==> config.mk <==
export PLATFORM = sky130hd
export DESIGN_NAME = sector_flash_host
export DESIGN_NICKNAME = d
export VERILOG_FILES = /design/src/flash_seq_pkg.sv /design/src/byte_skid2.sv /design/src/sector_flash_host.sv
export VERILOG_INCLUDE_DIRS = /design/src
export SDC_FILE = /design/constraint.sdc
export NUM_CORES = 1
export LEC_CHECK = 0
export ABC_CLOCK_PERIOD_IN_PS = 5130
export BUFFER_PORTS_ARGS = -buffer_cell sky130_fd_sc_hd__clkbuf_2
export CORE_ASPECT_RATIO = 0.6
export CORE_MARGIN = 5
export CORE_UTILIZATION = 40
export DETAILED_ROUTE_END_ITERATION = 10
export GPL_ROUTABILITY_DRIVEN = 0
export PLACE_DENSITY_LB_ADDON = 0.3
export SLEW_MARGIN = 20
export SYNTH_ARGS = -nofsm -noshare
export SYNTH_HDL_FRONTEND = slang
export SYNTH_SLANG_ARGS = --single-unit
export TNS_END_PERCENT = 10
==> constraint.sdc <==
create_clock -name clk -period 5.13 [get_ports clk]
set_clock_uncertainty 0.2 [all_clocks]
set_input_delay 0.2565 -clock clk [delete_from_list [all_inputs] [get_ports clk]]
set_output_delay 0.2565 -clock clk [all_outputs]
set_load 0.05 [all_outputs]
==> src/flash_seq_defines.svh <==
/*
  Timing counts, command codes and field positions for the sector flash host sequencer.
  Assumes a 200 MHz system clock; every cycle count below except SYNC_CYC is derived from it.
*/
`ifndef FLASH_SEQ_DEFINES_SVH
`define FLASH_SEQ_DEFINES_SVH

// ----------------------------------------------------------------------------
// Clock and pin timing
// ----------------------------------------------------------------------------
`define CLK_MHZ        200
`define T_AS_NS        10
`define T_WP_NS        200
`define T_WPH_NS       200
`define T_ACC_NS       150
`define T_OEHP_NS      150
`define SYNC_CYC       3
// Least times round up
`define AS_CYC         ((`T_AS_NS * `CLK_MHZ + 999) / 1000)
`define WP_CYC         ((`T_WP_NS * `CLK_MHZ + 999) / 1000)
`define WPH_CYC        ((`T_WPH_NS * `CLK_MHZ + 999) / 1000)
`define ACC_CYC        ((`T_ACC_NS * `CLK_MHZ + 999) / 1000)
`define OEHP_CYC       ((`T_OEHP_NS * `CLK_MHZ + 999) / 1000)

// ----------------------------------------------------------------------------
// Long times
// ----------------------------------------------------------------------------
`define T_BLW_US       150
`define T_PCL_MS       20
`define T_ID_PAUSE_MS  20
`define T_POWER_MS     20
// Longest time rounds down
`define BLW_CYC        (`T_BLW_US * `CLK_MHZ)
`define PCL_CYC        (`T_PCL_MS * 1000 * `CLK_MHZ)
`define ID_PAUSE_CYC   (`T_ID_PAUSE_MS * 1000 * `CLK_MHZ)
`define POWER_CYC      (`T_POWER_MS * 1000 * `CLK_MHZ)

// ----------------------------------------------------------------------------
// Commands and fields
// ----------------------------------------------------------------------------
`define SECTOR_BYTES   256
`define SECTOR_LSB     8
`define TOGGLE_BIT     6
`define CMD_ADDR_A     15'h5555
`define CMD_ADDR_B     15'h2aaa
`define CODE_FIRST     8'haa
`define CODE_SECOND    8'h55
`define CODE_ID_ENTRY  8'h90

`endif

==> src/flash_seq_pkg.sv <==
/*
  Types of the sector flash host sequencer: operations, sequencer states, bus phases.
  Assumes nothing beyond a SystemVerilog compiler.
*/
package flash_seq_pkg;

  typedef enum logic [2:0]
  {
    op_read      = 3'h0,
    op_program   = 3'h1,
    op_id_entry  = 3'h2,
    op_id_exit   = 3'h3,
    op_lock_low  = 3'h4,
    op_lock_high = 3'h5
  } op_e;

  typedef enum logic [2:0]
  {
    st_power  = 3'b000,
    st_idle   = 3'b001,
    st_cmd    = 3'b011,
    st_load   = 3'b010,
    st_settle = 3'b110,
    st_poll   = 3'b111,
    st_pause  = 3'b101,
    st_finish = 3'b100
  } state_e;

  typedef enum logic [1:0]
  {
    ph_idle    = 2'b00,
    ph_setup   = 2'b01,
    ph_strobe  = 2'b11,
    ph_recover = 2'b10
  } phase_e;

endpackage : flash_seq_pkg

==> src/byte_skid2.sv <==
/*
  Two-entry buffer with valid and ready on both sides.
  Assumes one clock; output data come from a register.
*/
`timescale 1ns/1ps

module byte_skid2 #(
  parameter int WIDTH = 8
) (
  input  wire logic             clk,
  input  wire logic             nrst,
  input  wire logic             in_valid,
  output logic                  in_ready,
  input  wire logic [WIDTH-1:0] in_data,
  output logic                  out_valid,
  input  wire logic             out_ready,
  output logic [WIDTH-1:0]      out_data
);

  logic [WIDTH-1:0] head_q, head_d;
  logic [WIDTH-1:0] tail_q, tail_d;
  logic [1:0]       fill_q, fill_d;
  logic             push;
  logic             pop;

  assign in_ready  = (fill_q != 2'h2);
  assign out_valid = (fill_q != 2'h0);
  assign out_data  = head_q;
  assign push      = in_valid && in_ready;
  assign pop       = out_valid && out_ready;

  always_comb
  begin
    head_d = head_q;
    tail_d = tail_q;
    fill_d = fill_q;
    if (pop)
    begin
      head_d = tail_q;
    end
    if (push)
    begin
      if (fill_q == 2'h0 || (fill_q == 2'h1 && pop))
      begin
        head_d = in_data;
      end
      else
      begin
        tail_d = in_data;
      end
    end
    fill_d = fill_q + {1'b0, push} - {1'b0, pop};
  end

  always_ff @(posedge clk or negedge nrst)
  begin
    if (!nrst)
    begin
      head_q <= '0;
      tail_q <= '0;
      fill_q <= 2'h0;
    end
    else
    begin
      head_q <= head_d;
      tail_q <= tail_d;
      fill_q <= fill_d;
    end
  end

endmodule : byte_skid2

==> src/sector_flash_host.sv <==
/*
  Host controller for a byte-wide sector flash: command sequences, sector loads,
  toggle polling, identification mode and boot block lockout, over the flash pins.
  Assumes the flash pins are wired by the testbench from the enables; dq_in is asynchronous.
*/
`timescale 1ns/1ps
`include "flash_seq_defines.svh"

module sector_flash_host #(
  parameter int unsigned BLW_CYC      = `BLW_CYC,
  parameter int unsigned LOAD_GUARD   = `BLW_CYC / 2,
  parameter int unsigned PCL_CYC      = `PCL_CYC,
  parameter int unsigned ID_PAUSE_CYC = `ID_PAUSE_CYC,
  parameter int unsigned POWER_CYC    = `POWER_CYC,
  parameter logic [7:0]  PROG_CMD     = 8'ha0,
  parameter logic [7:0]  EXIT_CMD     = 8'hf0,
  parameter logic [7:0]  LOCK_PREFIX  = 8'h80,
  parameter logic [7:0]  LOCK_LOW     = 8'h40,
  parameter logic [7:0]  LOCK_HIGH    = 8'h41
) (
  input  wire logic               clk,
  input  wire logic               nrst,
  input  wire logic               cmd_valid,
  output logic                    cmd_ready,
  input  wire flash_seq_pkg::op_e cmd_op,
  input  wire logic [18:0]        cmd_addr,
  input  wire logic               wr_valid,
  output logic                    wr_ready,
  input  wire logic [7:0]         wr_data,
  output logic                    rd_valid,
  output logic [7:0]              rd_data,
  output logic                    busy,
  output logic                    done,
  output logic                    error,
  output logic                    load_short,
  output logic [18:0]             flash_addr,
  output logic                    flash_ce_n,
  output logic                    flash_oe_n,
  output logic                    flash_we_n,
  input  wire logic [7:0]         dq_in,
  output logic [7:0]              dq_out,
  output logic                    dq_oe_n
);
  import flash_seq_pkg::*;

  // --------------------------------------------------------------------------
  // Command sequence table
  // --------------------------------------------------------------------------
  function automatic logic [22:0] seq_word(input op_e op, input logic [2:0] i);
    logic [7:0] third;
    third = PROG_CMD;
    unique case (op)
      op_id_entry:              third = `CODE_ID_ENTRY;
      op_id_exit:               third = EXIT_CMD;
      op_lock_low, op_lock_high: third = LOCK_PREFIX;
      default:                  third = PROG_CMD;
    endcase
    unique case (i)
      3'h0, 3'h3: seq_word = {`CMD_ADDR_A, `CODE_FIRST};
      3'h1, 3'h4: seq_word = {`CMD_ADDR_B, `CODE_SECOND};
      3'h2:       seq_word = {`CMD_ADDR_A, third};
      default:    seq_word = {`CMD_ADDR_A, (op == op_lock_high) ? LOCK_HIGH : LOCK_LOW};
    endcase
  endfunction : seq_word

  function automatic logic [2:0] seq_len(input op_e op);
    seq_len = (op == op_lock_low || op == op_lock_high) ? 3'h6 : 3'h3;
  endfunction : seq_len

  // --------------------------------------------------------------------------
  // Data pin synchroniser
  // --------------------------------------------------------------------------
  logic [7:0] s1_q, s2_q, s3_q;

  always_ff @(posedge clk or negedge nrst)
  begin
    if (!nrst)
    begin
      s1_q <= 8'h00;
      s2_q <= 8'h00;
      s3_q <= 8'h00;
    end
    else
    begin
      s1_q <= dq_in;
      s2_q <= s1_q;
      s3_q <= s2_q;
    end
  end

  // --------------------------------------------------------------------------
  // Write data buffer
  // --------------------------------------------------------------------------
  logic       buf_valid;
  logic       buf_ready;
  logic [7:0] buf_data;

  byte_skid2 #(
    .WIDTH     (8)
  ) u_buf (
    .clk       (clk),
    .nrst      (nrst),
    .in_valid  (wr_valid),
    .in_ready  (wr_ready),
    .in_data   (wr_data),
    .out_valid (buf_valid),
    .out_ready (buf_ready),
    .out_data  (buf_data)
  );

  // --------------------------------------------------------------------------
  // Sequencer and bus engine
  // --------------------------------------------------------------------------
  state_e      st_q, st_d;
  phase_e      ph_q, ph_d;
  op_e         op_q, op_d;
  logic [18:0] addr_q, addr_d;
  logic [2:0]  idx_q, idx_d;
  logic [8:0]  cnt_q, cnt_d;
  logic [7:0]  tmr_q, tmr_d;
  logic [31:0] long_q, long_d;
  logic        wr_q, wr_d;
  logic [18:0] pa_q, pa_d;
  logic [7:0]  dout_q, dout_d;
  logic        ce_n_q, ce_n_d, oe_n_q, oe_n_d, we_n_q, we_n_d, dq_oe_n_q, dq_oe_n_d;
  logic [7:0]  rbyte_q, rbyte_d, rd_data_q, rd_data_d;
  logic        rd_valid_q, rd_valid_d, done_q, done_d, err_q, err_d, short_q, short_d;
  logic        tog_q, tog_d, first_q, first_d, have_q, have_d;
  logic        launch, l_wr;
  logic [18:0] l_addr;
  logic [7:0]  l_data;
  logic [22:0] sw;

  assign cmd_ready  = (st_q == st_idle);
  assign busy       = (st_q != st_idle);
  assign rd_valid   = rd_valid_q;
  assign rd_data    = rd_data_q;
  assign done       = done_q;
  assign error      = err_q;
  assign load_short = short_q;
  assign flash_addr = pa_q;
  assign flash_ce_n = ce_n_q;
  assign flash_oe_n = oe_n_q;
  assign flash_we_n = we_n_q;
  assign dq_out     = dout_q;
  assign dq_oe_n    = dq_oe_n_q;

  always_comb
  begin
    st_d = st_q; ph_d = ph_q; op_d = op_q; addr_d = addr_q; idx_d = idx_q; cnt_d = cnt_q;
    tmr_d = tmr_q; long_d = long_q; wr_d = wr_q; pa_d = pa_q; dout_d = dout_q;
    ce_n_d = ce_n_q; oe_n_d = oe_n_q; we_n_d = we_n_q; dq_oe_n_d = dq_oe_n_q;
    rbyte_d = rbyte_q; rd_data_d = rd_data_q; rd_valid_d = 1'b0; done_d = 1'b0;
    err_d = err_q; short_d = short_q; tog_d = tog_q; first_d = first_q; have_d = have_q;
    launch = 1'b0; l_wr = 1'b0; l_addr = 19'h00000; l_data = 8'h00; buf_ready = 1'b0;
    sw = seq_word(op_q, idx_q);

    unique case (st_q)
      st_power:
      begin
        long_d = long_q + 32'h1;
        if (long_q >= POWER_CYC)
        begin
          st_d = st_idle;
        end
      end
      st_idle:
      begin
        if (cmd_valid)
        begin
          op_d = cmd_op; addr_d = cmd_addr; idx_d = 3'h0; cnt_d = 9'h000;
          err_d = 1'b0; short_d = 1'b0; long_d = 32'h0;
          if (cmd_op == op_read)
          begin
            launch = 1'b1; l_addr = cmd_addr;
            st_d = st_finish;
          end
          else
          begin
            st_d = st_cmd;
          end
        end
      end
      st_cmd:
      begin
        if (ph_q == ph_idle)
        begin
          if (idx_q == seq_len(op_q))
          begin
            long_d = 32'h0;
            if (op_q == op_program)
            begin
              st_d = st_load;
            end
            else if (op_q == op_id_entry)
            begin
              st_d = st_pause;
            end
            else
            begin
              done_d = 1'b1; st_d = st_idle;
            end
          end
          else
          begin
            // Upper address bits held low during command writes
            launch = 1'b1; l_wr = 1'b1; l_addr = {4'h0, sw[22:8]}; l_data = sw[7:0];
            idx_d = idx_q + 3'h1;
          end
        end
      end
      st_load:
      begin
        long_d = long_q + 32'h1;
        if (ph_q == ph_idle)
        begin
          if (cnt_q == 9'(`SECTOR_BYTES))
          begin
            st_d = st_settle; long_d = 32'h0;
          end
          else if (buf_valid)
          begin
            buf_ready = 1'b1; launch = 1'b1; l_wr = 1'b1; l_data = buf_data; long_d = 32'h0;
            l_addr = {addr_q[18:`SECTOR_LSB], cnt_q[7:0]};
            cnt_d = cnt_q + 9'h001;
          end
          else if (long_q >= LOAD_GUARD)
          begin
            // Starved stream: stop well inside the window, tail bytes become undefined
            short_d = 1'b1; st_d = st_settle; long_d = 32'h0;
          end
        end
      end
      st_settle:
      begin
        // Polling before the window expires would see a still cycle and report done early
        long_d = long_q + 32'h1;
        if (long_q >= BLW_CYC)
        begin
          st_d = st_poll; long_d = 32'h0; first_d = 1'b0; have_d = 1'b0;
        end
      end
      st_poll:
      begin
        long_d = long_q + 32'h1;
        if (ph_q == ph_idle)
        begin
          if (have_q && first_q && rbyte_q[`TOGGLE_BIT] == tog_q)
          begin
            done_d = 1'b1; st_d = st_idle; have_d = 1'b0;
          end
          else if (have_q && long_q >= PCL_CYC)
          begin
            err_d = 1'b1; done_d = 1'b1; st_d = st_idle; have_d = 1'b0;
          end
          else
          begin
            if (have_q)
            begin
              tog_d = rbyte_q[`TOGGLE_BIT]; first_d = 1'b1;
            end
            launch = 1'b1; have_d = 1'b1;
            l_addr = {addr_q[18:`SECTOR_LSB], 8'h00};
          end
        end
      end
      st_pause:
      begin
        long_d = long_q + 32'h1;
        if (long_q >= ID_PAUSE_CYC)
        begin
          done_d = 1'b1; st_d = st_idle;
        end
      end
      st_finish:
      begin
        if (ph_q == ph_idle)
        begin
          rd_valid_d = 1'b1; rd_data_d = rbyte_q; done_d = 1'b1; st_d = st_idle;
        end
      end
    endcase

    unique case (ph_q)
      ph_idle:
      begin
        if (launch)
        begin
          ph_d = ph_setup; tmr_d = 8'(`AS_CYC - 1); wr_d = l_wr; pa_d = l_addr; dout_d = l_data;
          ce_n_d = 1'b0; oe_n_d = 1'b1; dq_oe_n_d = !l_wr;
        end
      end
      ph_setup:
      begin
        tmr_d = tmr_q - 8'h01;
        if (tmr_q == 8'h00)
        begin
          ph_d = ph_strobe;
          tmr_d = wr_q ? 8'(`WP_CYC - 1) : 8'(`ACC_CYC + `SYNC_CYC - 1);
          we_n_d = !wr_q;
          oe_n_d = wr_q;
        end
      end
      ph_strobe:
      begin
        tmr_d = (tmr_q == 8'h00) ? 8'h00 : tmr_q - 8'h01;
        // A read waits until the synchronised data are stable
        if (tmr_q == 8'h00 && (wr_q || s2_q == s3_q))
        begin
          ph_d = ph_recover; we_n_d = 1'b1; oe_n_d = 1'b1;
          tmr_d = wr_q ? 8'(`WPH_CYC - 1) : 8'(`OEHP_CYC - 1);
          if (!wr_q)
          begin
            rbyte_d = s3_q;
          end
        end
      end
      ph_recover:
      begin
        tmr_d = tmr_q - 8'h01;
        if (tmr_q == 8'h00)
        begin
          ph_d = ph_idle; ce_n_d = 1'b1; dq_oe_n_d = 1'b1;
        end
      end
    endcase
  end

  always_ff @(posedge clk or negedge nrst)
  begin
    if (!nrst)
    begin
      st_q <= st_power; ph_q <= ph_idle; op_q <= op_read; addr_q <= 19'h00000;
      idx_q <= 3'h0; cnt_q <= 9'h000; tmr_q <= 8'h00; long_q <= 32'h0; wr_q <= 1'b0;
      pa_q <= 19'h00000; dout_q <= 8'h00; ce_n_q <= 1'b1; oe_n_q <= 1'b1; we_n_q <= 1'b1;
      dq_oe_n_q <= 1'b1; rbyte_q <= 8'h00; rd_data_q <= 8'h00; rd_valid_q <= 1'b0;
      done_q <= 1'b0; err_q <= 1'b0; short_q <= 1'b0; tog_q <= 1'b0; first_q <= 1'b0;
      have_q <= 1'b0;
    end
    else
    begin
      st_q <= st_d; ph_q <= ph_d; op_q <= op_d; addr_q <= addr_d;
      idx_q <= idx_d; cnt_q <= cnt_d; tmr_q <= tmr_d; long_q <= long_d; wr_q <= wr_d;
      pa_q <= pa_d; dout_q <= dout_d; ce_n_q <= ce_n_d; oe_n_q <= oe_n_d; we_n_q <= we_n_d;
      dq_oe_n_q <= dq_oe_n_d; rbyte_q <= rbyte_d; rd_data_q <= rd_data_d; rd_valid_q <= rd_valid_d;
      done_q <= done_d; err_q <= err_d; short_q <= short_d; tog_q <= tog_d; first_q <= first_d;
      have_q <= have_d;
    end
  end

endmodule : sector_flash_host

==> results of run 1 <==
==> metal layers <==
metal  track usage  share of wire  up-vias
li1              -              -     3239
met1         0.279           0.52     3236
met2         0.234           0.41      185
met3        0.0447          0.063       11
met4        0.0436         0.0071        0
met5             0              0        -
==> sequential cells by signal, summed over array words and instances (netlist names), 8 cells and up <==
name	count
rbyte_q	8
cnt_q	9
s2_q	8
u_buf.out_data	8
flash_addr	19
u_buf.tail_q	8
dq_out	8
s1_q	8
addr_q	11
long_q	32
tmr_q	8
s3_q	8
rd_data	8
==> layout make-up <==
class / count / area [um2]
inverters: 32 / 120
clock inverters: 14 / 136
multi-input cells: 604 / 3700
fillers: 1831 / 10200
repair buffers: 131 / 882
clock buffers: 18 / 439
flip-flops and latches: 168 / 4210
well taps: 273 / 342
==> Yosys cell counts (all sizes together), types with 4 or more instances <==
cell | count | share of area
a211oi | 5 | 0.0046
a21o | 6 | 0.0055
a21oi | 53 | 0.032
a221oi | 16 | 0.017
a22o | 6 | 0.0064
a22oi | 7 | 0.0064
and2 | 9 | 0.0072
and3 | 7 | 0.0053
buf | 13 | 0.0079
clkbuf | 26 | 0.012
dfrtp | 164 | 0.50
dfstp | 4 | 0.013
ha | 13 | 0.020
inv | 32 | 0.015
mux2 | 25 | 0.034
mux2i | 13 | 0.016
nand2 | 132 | 0.060
nand2b | 5 | 0.0038
nand3 | 28 | 0.017
nand3b | 5 | 0.0046
nand4 | 9 | 0.0069
nor2 | 55 | 0.026
nor2b | 8 | 0.0061
nor3 | 20 | 0.013
nor3b | 6 | 0.0061
nor4 | 5 | 0.0056
o21ai | 80 | 0.049
o31ai | 5 | 0.0063
o41ai | 4 | 0.0043
or2 | 4 | 0.0031
or3 | 11 | 0.0096
xnor2 | 17 | 0.018
xor2 | 8 | 0.0086
==> cell families after synthesis <==
logic type / count (synthesis) / share of synthesized area
simple gates: 313 / 0.187
compound gates: 215 / 0.168
flops: 168 / 0.514
buf+inv: 71 / 0.0348
mux: 38 / 0.0502
xor+xnor: 25 / 0.0267
fa+ha+maj: 13 / 0.0199
==> critical path, delay by kind of cell, from the launching register on <==
kind	cells	cell delay (ns)
buf+inv	2	0.47
fa+ha+maj	2	0.48
simple gates	4	1.40
flops	1	0.64
xor+xnor	2	0.26
==> power breakdown <==
part | switching (mW) | internal, mW
combinational | 0.710 | 0.371
sequential | 0.177 | 1.50
clock | 0.596 | 0.654
==> stage by stage <==
step,area (um2),std cells
final,9830,1240
after global routing,9830,1240
after CTS,9830,1240
after detailed placement,8860,1169
after global placement,8860,1169
after floorplan,8190,843
==> worst min-delay path by stage <==
stage          startpoint               to  slack (ns)  depth (start not counted)
4_1_cts          wr_valid  u_buf.fill_q[0]       0.006                          3
3_5_place_dp         nrst          s3_q[4]        0.11                          1
5_1_grt          wr_valid  u_buf.fill_q[0]        0.04                          3
3_3_place_gp         nrst          s3_q[4]        0.12                          1
6_report         wr_valid  u_buf.fill_q[0]        0.03                          3
2_1_floorplan        nrst       addr_q[10]       -0.24                          0
==> out/summary.txt, run 1 <==
status: completed
root buf cell: clkbuf_16
I/O pin total: 88
Worst Setup EP: u_buf.fill_q[1]
postcts setup bufs: 0
actual slew at the worst max-slew pin: 0.978 ns
Final Hold Vio Count: 0
Worst setup EP type: flip-flop
worst hold slack: 0.0343 ns
via count: 6671
Chip Height: 121 um
Bufs on Longest Clock Path: 2
# Max-Cap Violations: 0
Ant. Diodes: 0
Detailed Place HPWL: 13700 um
initial antenna violation count: 0
port buffer count: 87
vias per cell: 5.38
Synthesis Warnings: 0
Skew-Pair Late Insertion Delay: 0.44 ns
Worst Hold Class: in2reg
setup violators final: 0
Core ar.: 20100 um2
CP startpoint kind: flip-flop
worst path required time: 5.28 ns
Post-Synthesis Cells: 843
Antenna Nets Post-Route: 0
total gr overflow: 0
vias in the first global route: 6321
layout cells sized above 1: 0.177
clock slew at reported path FFs: 0.07 ns
Slew headroom: 0.348
Die ar.: 23500 um2
Peak VDD IR: 0.341 mV
crit path cell chain: nor2b_1 > nor3b_2 > and2_4 > nand2_1 > inv_1 > ha_1 > inv_1 > ha_1 > xnor2_1 > xnor2_1
Leak Pwr: 4.33 nW
total power: 4.00 mW
slowest CP cell: dfrtp_1
Total Neg Setup Slack: 0 ns
syn_nets: 898
Sink Count: 168
Area Overhead vs Synth: 20.0%
Final nets: 1009
sequential area share after synthesis: 0.514
RSZ-0062 raised after global routing: no
EDFF count, synth: 0
post-place setup slack: 1.65 ns
fin crit share: 0.688
commonest non-fill, non-tap cell in the layout: dfrtp_1
Register-to-Register Path Depth: 10
Initial Util: 0.408
fin crit period: 3.53 ns
crit path from: st_q[1]
synthesized cell area: 8190 um2
Post-CTS Hold Fix Bufs: 39
drt drc: 0
count of cell types in the netlist: 69
fraction of registers with async set/reset: 1.00
routed length per placed instance: 16.1 um
CP Class: reg2reg
R2R Path Start: st_q[1]
pin count of the biggest net entering global routing: 98
FF+latch count, synth: 168
Max stage delay on crit path: 0.64 ns
Power Dens Cells: 407 nW/um2
r2r setup slk: 1.60 ns
CTS buffer count: 17
row cnt: 40
Data arrival, critical path: 3.69 ns
Synth Area per Inst: 9.72 um2
Final Worst Setup Slack: 1.60 ns
post-cts resize count: 0
Post-Route WL: 19900 um
FMAX: 283 MHz
H-tree levels: 4
wire length of the first global-routing pass: 33600 um
overall routing resource usage: 0.175
DRT iter0 DRCs: 671
FF-to-FF End: u_buf.fill_q[1]
final core utilization: 0.490
ys flop type: dfrtp_1
crit path max fanout: 16
most frequent cells in the layout: dfrtp_1 (164), nand2_1 (132), clkbuf_2 (86)
Slew Viols, Final: 0
1st-pass router iterations: 5
CTS tree: yes
Die X: 195 um
No activity file was read; power rests on OpenSTA's default activity.
==> run 2: changes to the inputs <==
--- a/config.mk
+++ b/config.mk
@@ -6,7 +6,7 @@
 export SDC_FILE = /design/constraint.sdc
 export NUM_CORES = 1
 export LEC_CHECK = 0
-export ABC_CLOCK_PERIOD_IN_PS = 5130
+export ABC_CLOCK_PERIOD_IN_PS = 3450
 export BUFFER_PORTS_ARGS = -buffer_cell sky130_fd_sc_hd__clkbuf_2
 export CORE_ASPECT_RATIO = 0.6
 export CORE_MARGIN = 5
==> constraint.sdc (replaced) <==
create_clock -name clk -period 3.45 [get_ports clk]
set_clock_uncertainty 0.2 [all_clocks]
set_input_delay 0.1725 -clock clk [delete_from_list [all_inputs] [get_ports clk]]
set_output_delay 0.1725 -clock clk [all_outputs]
set_load 0.05 [all_outputs]
==> run 2 against run 1 <==
Net effect: non-clock buffer count grew 23; via count unchanged; global-route usage barely moved; register-to-register slack worse by 1.2 ns; clock power increased by 66%; core utilization rose by 1.3 points; worst setup slack got worse by 1.2 ns; cell count up 1.9%; maximum frequency increased by 17%; first-iteration DRC count shrank 19%; critical path depth fell by 3; critical path type unchanged; highest routed layer unchanged.
==> out/summary.txt, run 2 (synthesis gave the netlist of run 1 again) <==
pin count of the biggest net entering global routing: 70
commonest non-fill, non-tap cell in the layout: dfrtp_1
Initial Util: 0.408
total gr overflow: 0
crit path max fanout: 13
Peak VDD IR: 0.514 mV
CP startpoint kind: flip-flop
Fill cells: 1831
actual slew at the worst max-slew pin: 0.813 ns
Ant. Diodes: 0
Antenna Nets Post-Route: 0
row cnt: 40
Worst setup EP type: flip-flop
I/O pin total: 88
Detailed Place HPWL: 13800 um
setup violators final: 0
FMAX: 332 MHz
1st-pass router iterations: 5
routed length per placed instance: 15.9 um
worst path required time: 3.57 ns
final core utilization: 0.503
root buf cell: clkbuf_16
CTS buffer count: 17
port buffer count: 87
Slew Viols, Final: 0
Final Hold Vio Count: 0
area of the multi-input gates: 3700 um2
via count: 6671
DRT iter0 DRCs: 544
Final nets: 1032
Sink Count: 168
Die ar.: 23500 um2
Post-Route WL: 20100 um
Data arrival, critical path: 3.13 ns
H-tree levels: 4
register area: 4210 um2
Leak Pwr: 4.49 nW
initial antenna violation count: 0
clock slew at reported path FFs: 0.07 ns
Chip Height: 121 um
Biggest register: long_q
wire length of the first global-routing pass: 33700 um
CTS tree: yes
vias per cell: 5.28
Area Overhead vs Synth: 23.1%
Bufs on Longest Clock Path: 2
r2r setup slk: 0.44 ns
Skew-Pair Late Insertion Delay: 0.44 ns
# Max-Cap Violations: 0
Die X: 195 um
fin crit share: 0.873
most frequent cells in the layout: dfrtp_1 (164), nand2_1 (132), clkbuf_2 (86)
overall routing resource usage: 0.175
R2R Path Start: cnt_q[2]
RSZ-0062 raised after global routing: no
drt drc: 0
Total Neg Setup Slack: 0 ns
Worst Hold Class: in2async
layout cells sized above 1: 0.192
max FFs per register: 32
crit path from: cnt_q[2]
Core ar.: 20100 um2
vias in the first global route: 6358
Power Dens Cells: 622 nW/um2
CP Class: reg2reg
post-cts resize count: 0
status: completed
fin crit period: 3.01 ns
Slew headroom: 0.456
run 2: cell types whose count changed in the layout (fill, tap and decap cells not counted), sizes merged:
cell / before / now
buf: 6 / 27
clkbuf: 104 / 106
clkinvlp: 3 / 2
bufinv: 0 / 4
clkinv: 5 / 2
dlygate4sd3: 39 / 41
inv: 38 / 36
run 2: critical path, cell delays in order (launching register included):
cell and delay [ns]:
dfrtp_1 0.43, or4_1 0.55, or3_4 0.36, and2_4 0.22, or3_4 0.50, and4b_2 0.37
mux2i_1 0.20, nand2_1 0.06
run 2: power breakdown:
part / switching [mW] / total [mW] / internal (mW)
sequential: 0.220 / 2.44 / 2.23
clock: 0.823 / 2.08 / 1.26
combinational: 1.10 / 1.74 / 0.637
run 2: layout make-up:
class,instances,share of cell area
well taps,273,0.0339
multi-input cells,604,0.367
clock buffers,20,0.0453
flip-flops and latches,168,0.417
repair buffers,154,0.106
clock inverters,12,0.0185
inverters,32,0.0119
run 2: worst paths after layout:
kind,endpoint,cells past startpoint
worst min-delay path,rbyte_q[4],2
min in group clk,s2_q[2],0
worst min register to register,s2_q[2],0
worst max-delay path,st_q[0],7
max in group asynchronous,op_q[0],3
worst max register to register,st_q[0],7
run 2: layer usage:
metal  vias up  routed length (um)  GRT usage
met2       167                8050      0.229
met5         -                   0          0
li1       3283                   -          -
met1      3201               10700      0.280
met4         0                 210     0.0471
met3        20                1120     0.0458
run 2: repair_timing:
item | 4_1_cts | 5_1_grt
hold endpoints to repair | 127 | 0
setup buffers | 0 | 0
hold buffers | 41 | 0
run 2: per-stage QoR:
step | setup slack [ns] | cell area [um2] | hold WS, ns | power, mW | instances
3_5_place_dp | 0.482 | 9030 | 0.0300 | 4.15 | 1190
3_3_place_gp | 0.499 | 9030 | 0.0189 | 4.14 | 1190
2_1_floorplan | 0.585 | 8190 | -0.323 | 3.62 | 843
6_report | 0.438 | 10100 | 0.109 | 6.27 | 1263
5_1_grt | 0.241 | 10100 | 0.159 | 6.64 | 1263
4_1_cts | 0.461 | 10100 | 0.127 | 6.30 | 1263
==> run 3: changes to the inputs <==
--- a/config.mk
+++ b/config.mk
@@ -10,9 +10,8 @@
 export BUFFER_PORTS_ARGS = -buffer_cell sky130_fd_sc_hd__clkbuf_2
 export CORE_ASPECT_RATIO = 0.6
 export CORE_MARGIN = 5
-export CORE_UTILIZATION = 40
+export CORE_UTILIZATION = 55
 export DETAILED_ROUTE_END_ITERATION = 10
-export GPL_ROUTABILITY_DRIVEN = 0
 export PLACE_DENSITY_LB_ADDON = 0.3
 export SLEW_MARGIN = 20
 export SYNTH_ARGS = -nofsm -noshare
==> constraint.sdc (replaced) <==
create_clock -name clk -period 3.45 [get_ports clk]
set_clock_uncertainty 0.2 [all_clocks]
set_input_delay 1.035 -clock clk [delete_from_list [all_inputs] [get_ports clk]]
set_output_delay 1.035 -clock clk [all_outputs]
set_load 0.05 [all_outputs]
==> run 3 against run 2 <==
Net effect: global-route usage grew 5.2 points; core utilization rose by 16 points; die area fell by 26%; cell count down 9.3%; combinational power shrank 2%; design area decreased by 5.1%; count of clock-buffer cells in the layout decreased by 3; critical endpoint is now cmd_ready; largest power group unchanged.
==> out/summary.txt, run 3 (synthesis gave the netlist of run 1 again) <==
Post-Layout Inst Area: 9570 um2
Bufs on Longest Clock Path: 2
Data arrival, critical path: 1.93 ns
worst hold slack: 0.149 ns
Biggest register: long_q
# Max-Cap Violations: 0
row cnt: 34
GR Layer Usage met1: 0.352
Worst Hold Class: reg2reg
postcts setup bufs: 0
max FFs per register: 32
Peak VDD IR: 0.384 mV
overall routing resource usage: 0.227
crit path max fanout: 9
clock slew at reported path FFs: 0.07 ns
Fill cells: 1152
final core utilization: 0.658
initial antenna violation count: 0
RSZ-0062 raised after global routing: no
Power Dens Cells: 650 nW/um2
worst path required time: 2.21 ns
Top Usage Layer GRT: met1
vias per cell: 5.87
Detailed Place HPWL: 13900 um
pin count of the biggest net entering global routing: 56
Die ar.: 17500 um2
1st-pass router iterations: 5
Chip Height: 105 um
status: completed
most frequent cells in the layout: dfrtp_1 (164), nand2_1 (132), clkbuf_2 (86)
DRT iter0 DRCs: 852
Leak Pwr: 4.31 nW
Initial Util: 0.563
post-cts resize count: 0
Final GP Congestion: 0.905
Final Hold Vio Count: 0
actual slew at the worst max-slew pin: 1.02 ns
CP startpoint kind: flip-flop
Die X: 168 um
CTS tree: yes
Ant. Diodes: 0
total gr overflow: 0
Finished Layout Cells: 1145
Sink Count: 168
Placed Area: 8920 um2
port buffer count: 87
fin crit share: 0.917
Placed Cells: 1113
I/O pin total: 88
Post-Route WL: 19700 um
Area Overhead vs Synth: 16.8%
Skew-Pair Late Insertion Delay: 0.43 ns
fin crit period: 3.16 ns
Total Neg Setup Slack: 0 ns
Core ar.: 14500 um2
root buf cell: clkbuf_16
CP Class: reg2out
vias in the first global route: 6427
via count: 6724
FMAX: 316 MHz
Final nets: 989
CTS buffer count: 17
Slew Viols, Final: 0
Slew headroom: 0.323
drt drc: 0
post-place setup slack: 0.376 ns
commonest non-fill, non-tap cell in the layout: dfrtp_1
GRT met3 Usage: 0.0611
Post-CTS Hold Fix Bufs: 0
wire length of the first global-routing pass: 33000 um
Antenna Nets Post-Route: 0
routed length per placed instance: 17.2 um
routing usage on met2: 0.326
total power: 6.22 mW
layout cells sized above 1: 0.200
Final Worst Setup Slack: 0.286 ns
Worst setup EP type: output pin
H-tree levels: 4
setup violators final: 0
## run 3: cell count changes in the layout (fill, tap and decap cells not counted), sizes merged
cell / delta
clkbuf: -3
inv: +3
buf: -2
clkinv: +3
clkinvlp: -1
bufinv: -2
dlygate4sd3: -41
## run 3: report_power, final
part | switching, mW | leakage [nW] | internal [mW] | total, mW
clock network | 0.939 | 0.313 | 1.13 | 2.07
registers | 0.224 | 2.19 | 2.22 | 2.45
logic | 1.10 | 1.80 | 0.607 | 1.70
## run 3: metal layers
metal	vias to the layer above	share of wire
met5	-	0
met4	0	0.0081
met3	22	0.078
met2	275	0.43
met1	3248	0.49
li1	3179	-
## run 3: critical path: stages (launching register included)
cell      delay, ns
dfrtp_1        0.48
buf_4          0.21
nor2b_1        0.21
and2_1         0.28
clkbuf_2       0.32
## run 3: path summary, 6_finish.rpt
kind / start / slack (ns) / to / cells after the start
setup / recovery: st_q[1] / 0.29 / cmd_ready / 4
hold / removal: s1_q[6] / 0.15 / s2_q[6] / 0
setup reg to reg: st_q[0] / 0.33 / u_buf.out_data[6] / 7
hold reg to reg: s1_q[6] / 0.15 / s2_q[6] / 0
max in group asynchronous: nrst / 1.90 / flash_addr[0] / 2
min in group asynchronous: nrst / 0.33 / s3_q[0] / 1
## run 3: area by class of cell
cell class | instances | area [um2] | area share
well taps | 198 | 248 | 0.0259
flip-flops and latches | 168 | 4210 | 0.440
multi-input cells | 604 | 3700 | 0.386
repair buffers | 111 | 647 | 0.0676
clock inverters | 15 | 225 | 0.0235
inverters | 32 | 120 | 0.0125
clock buffers | 17 | 425 | 0.0444
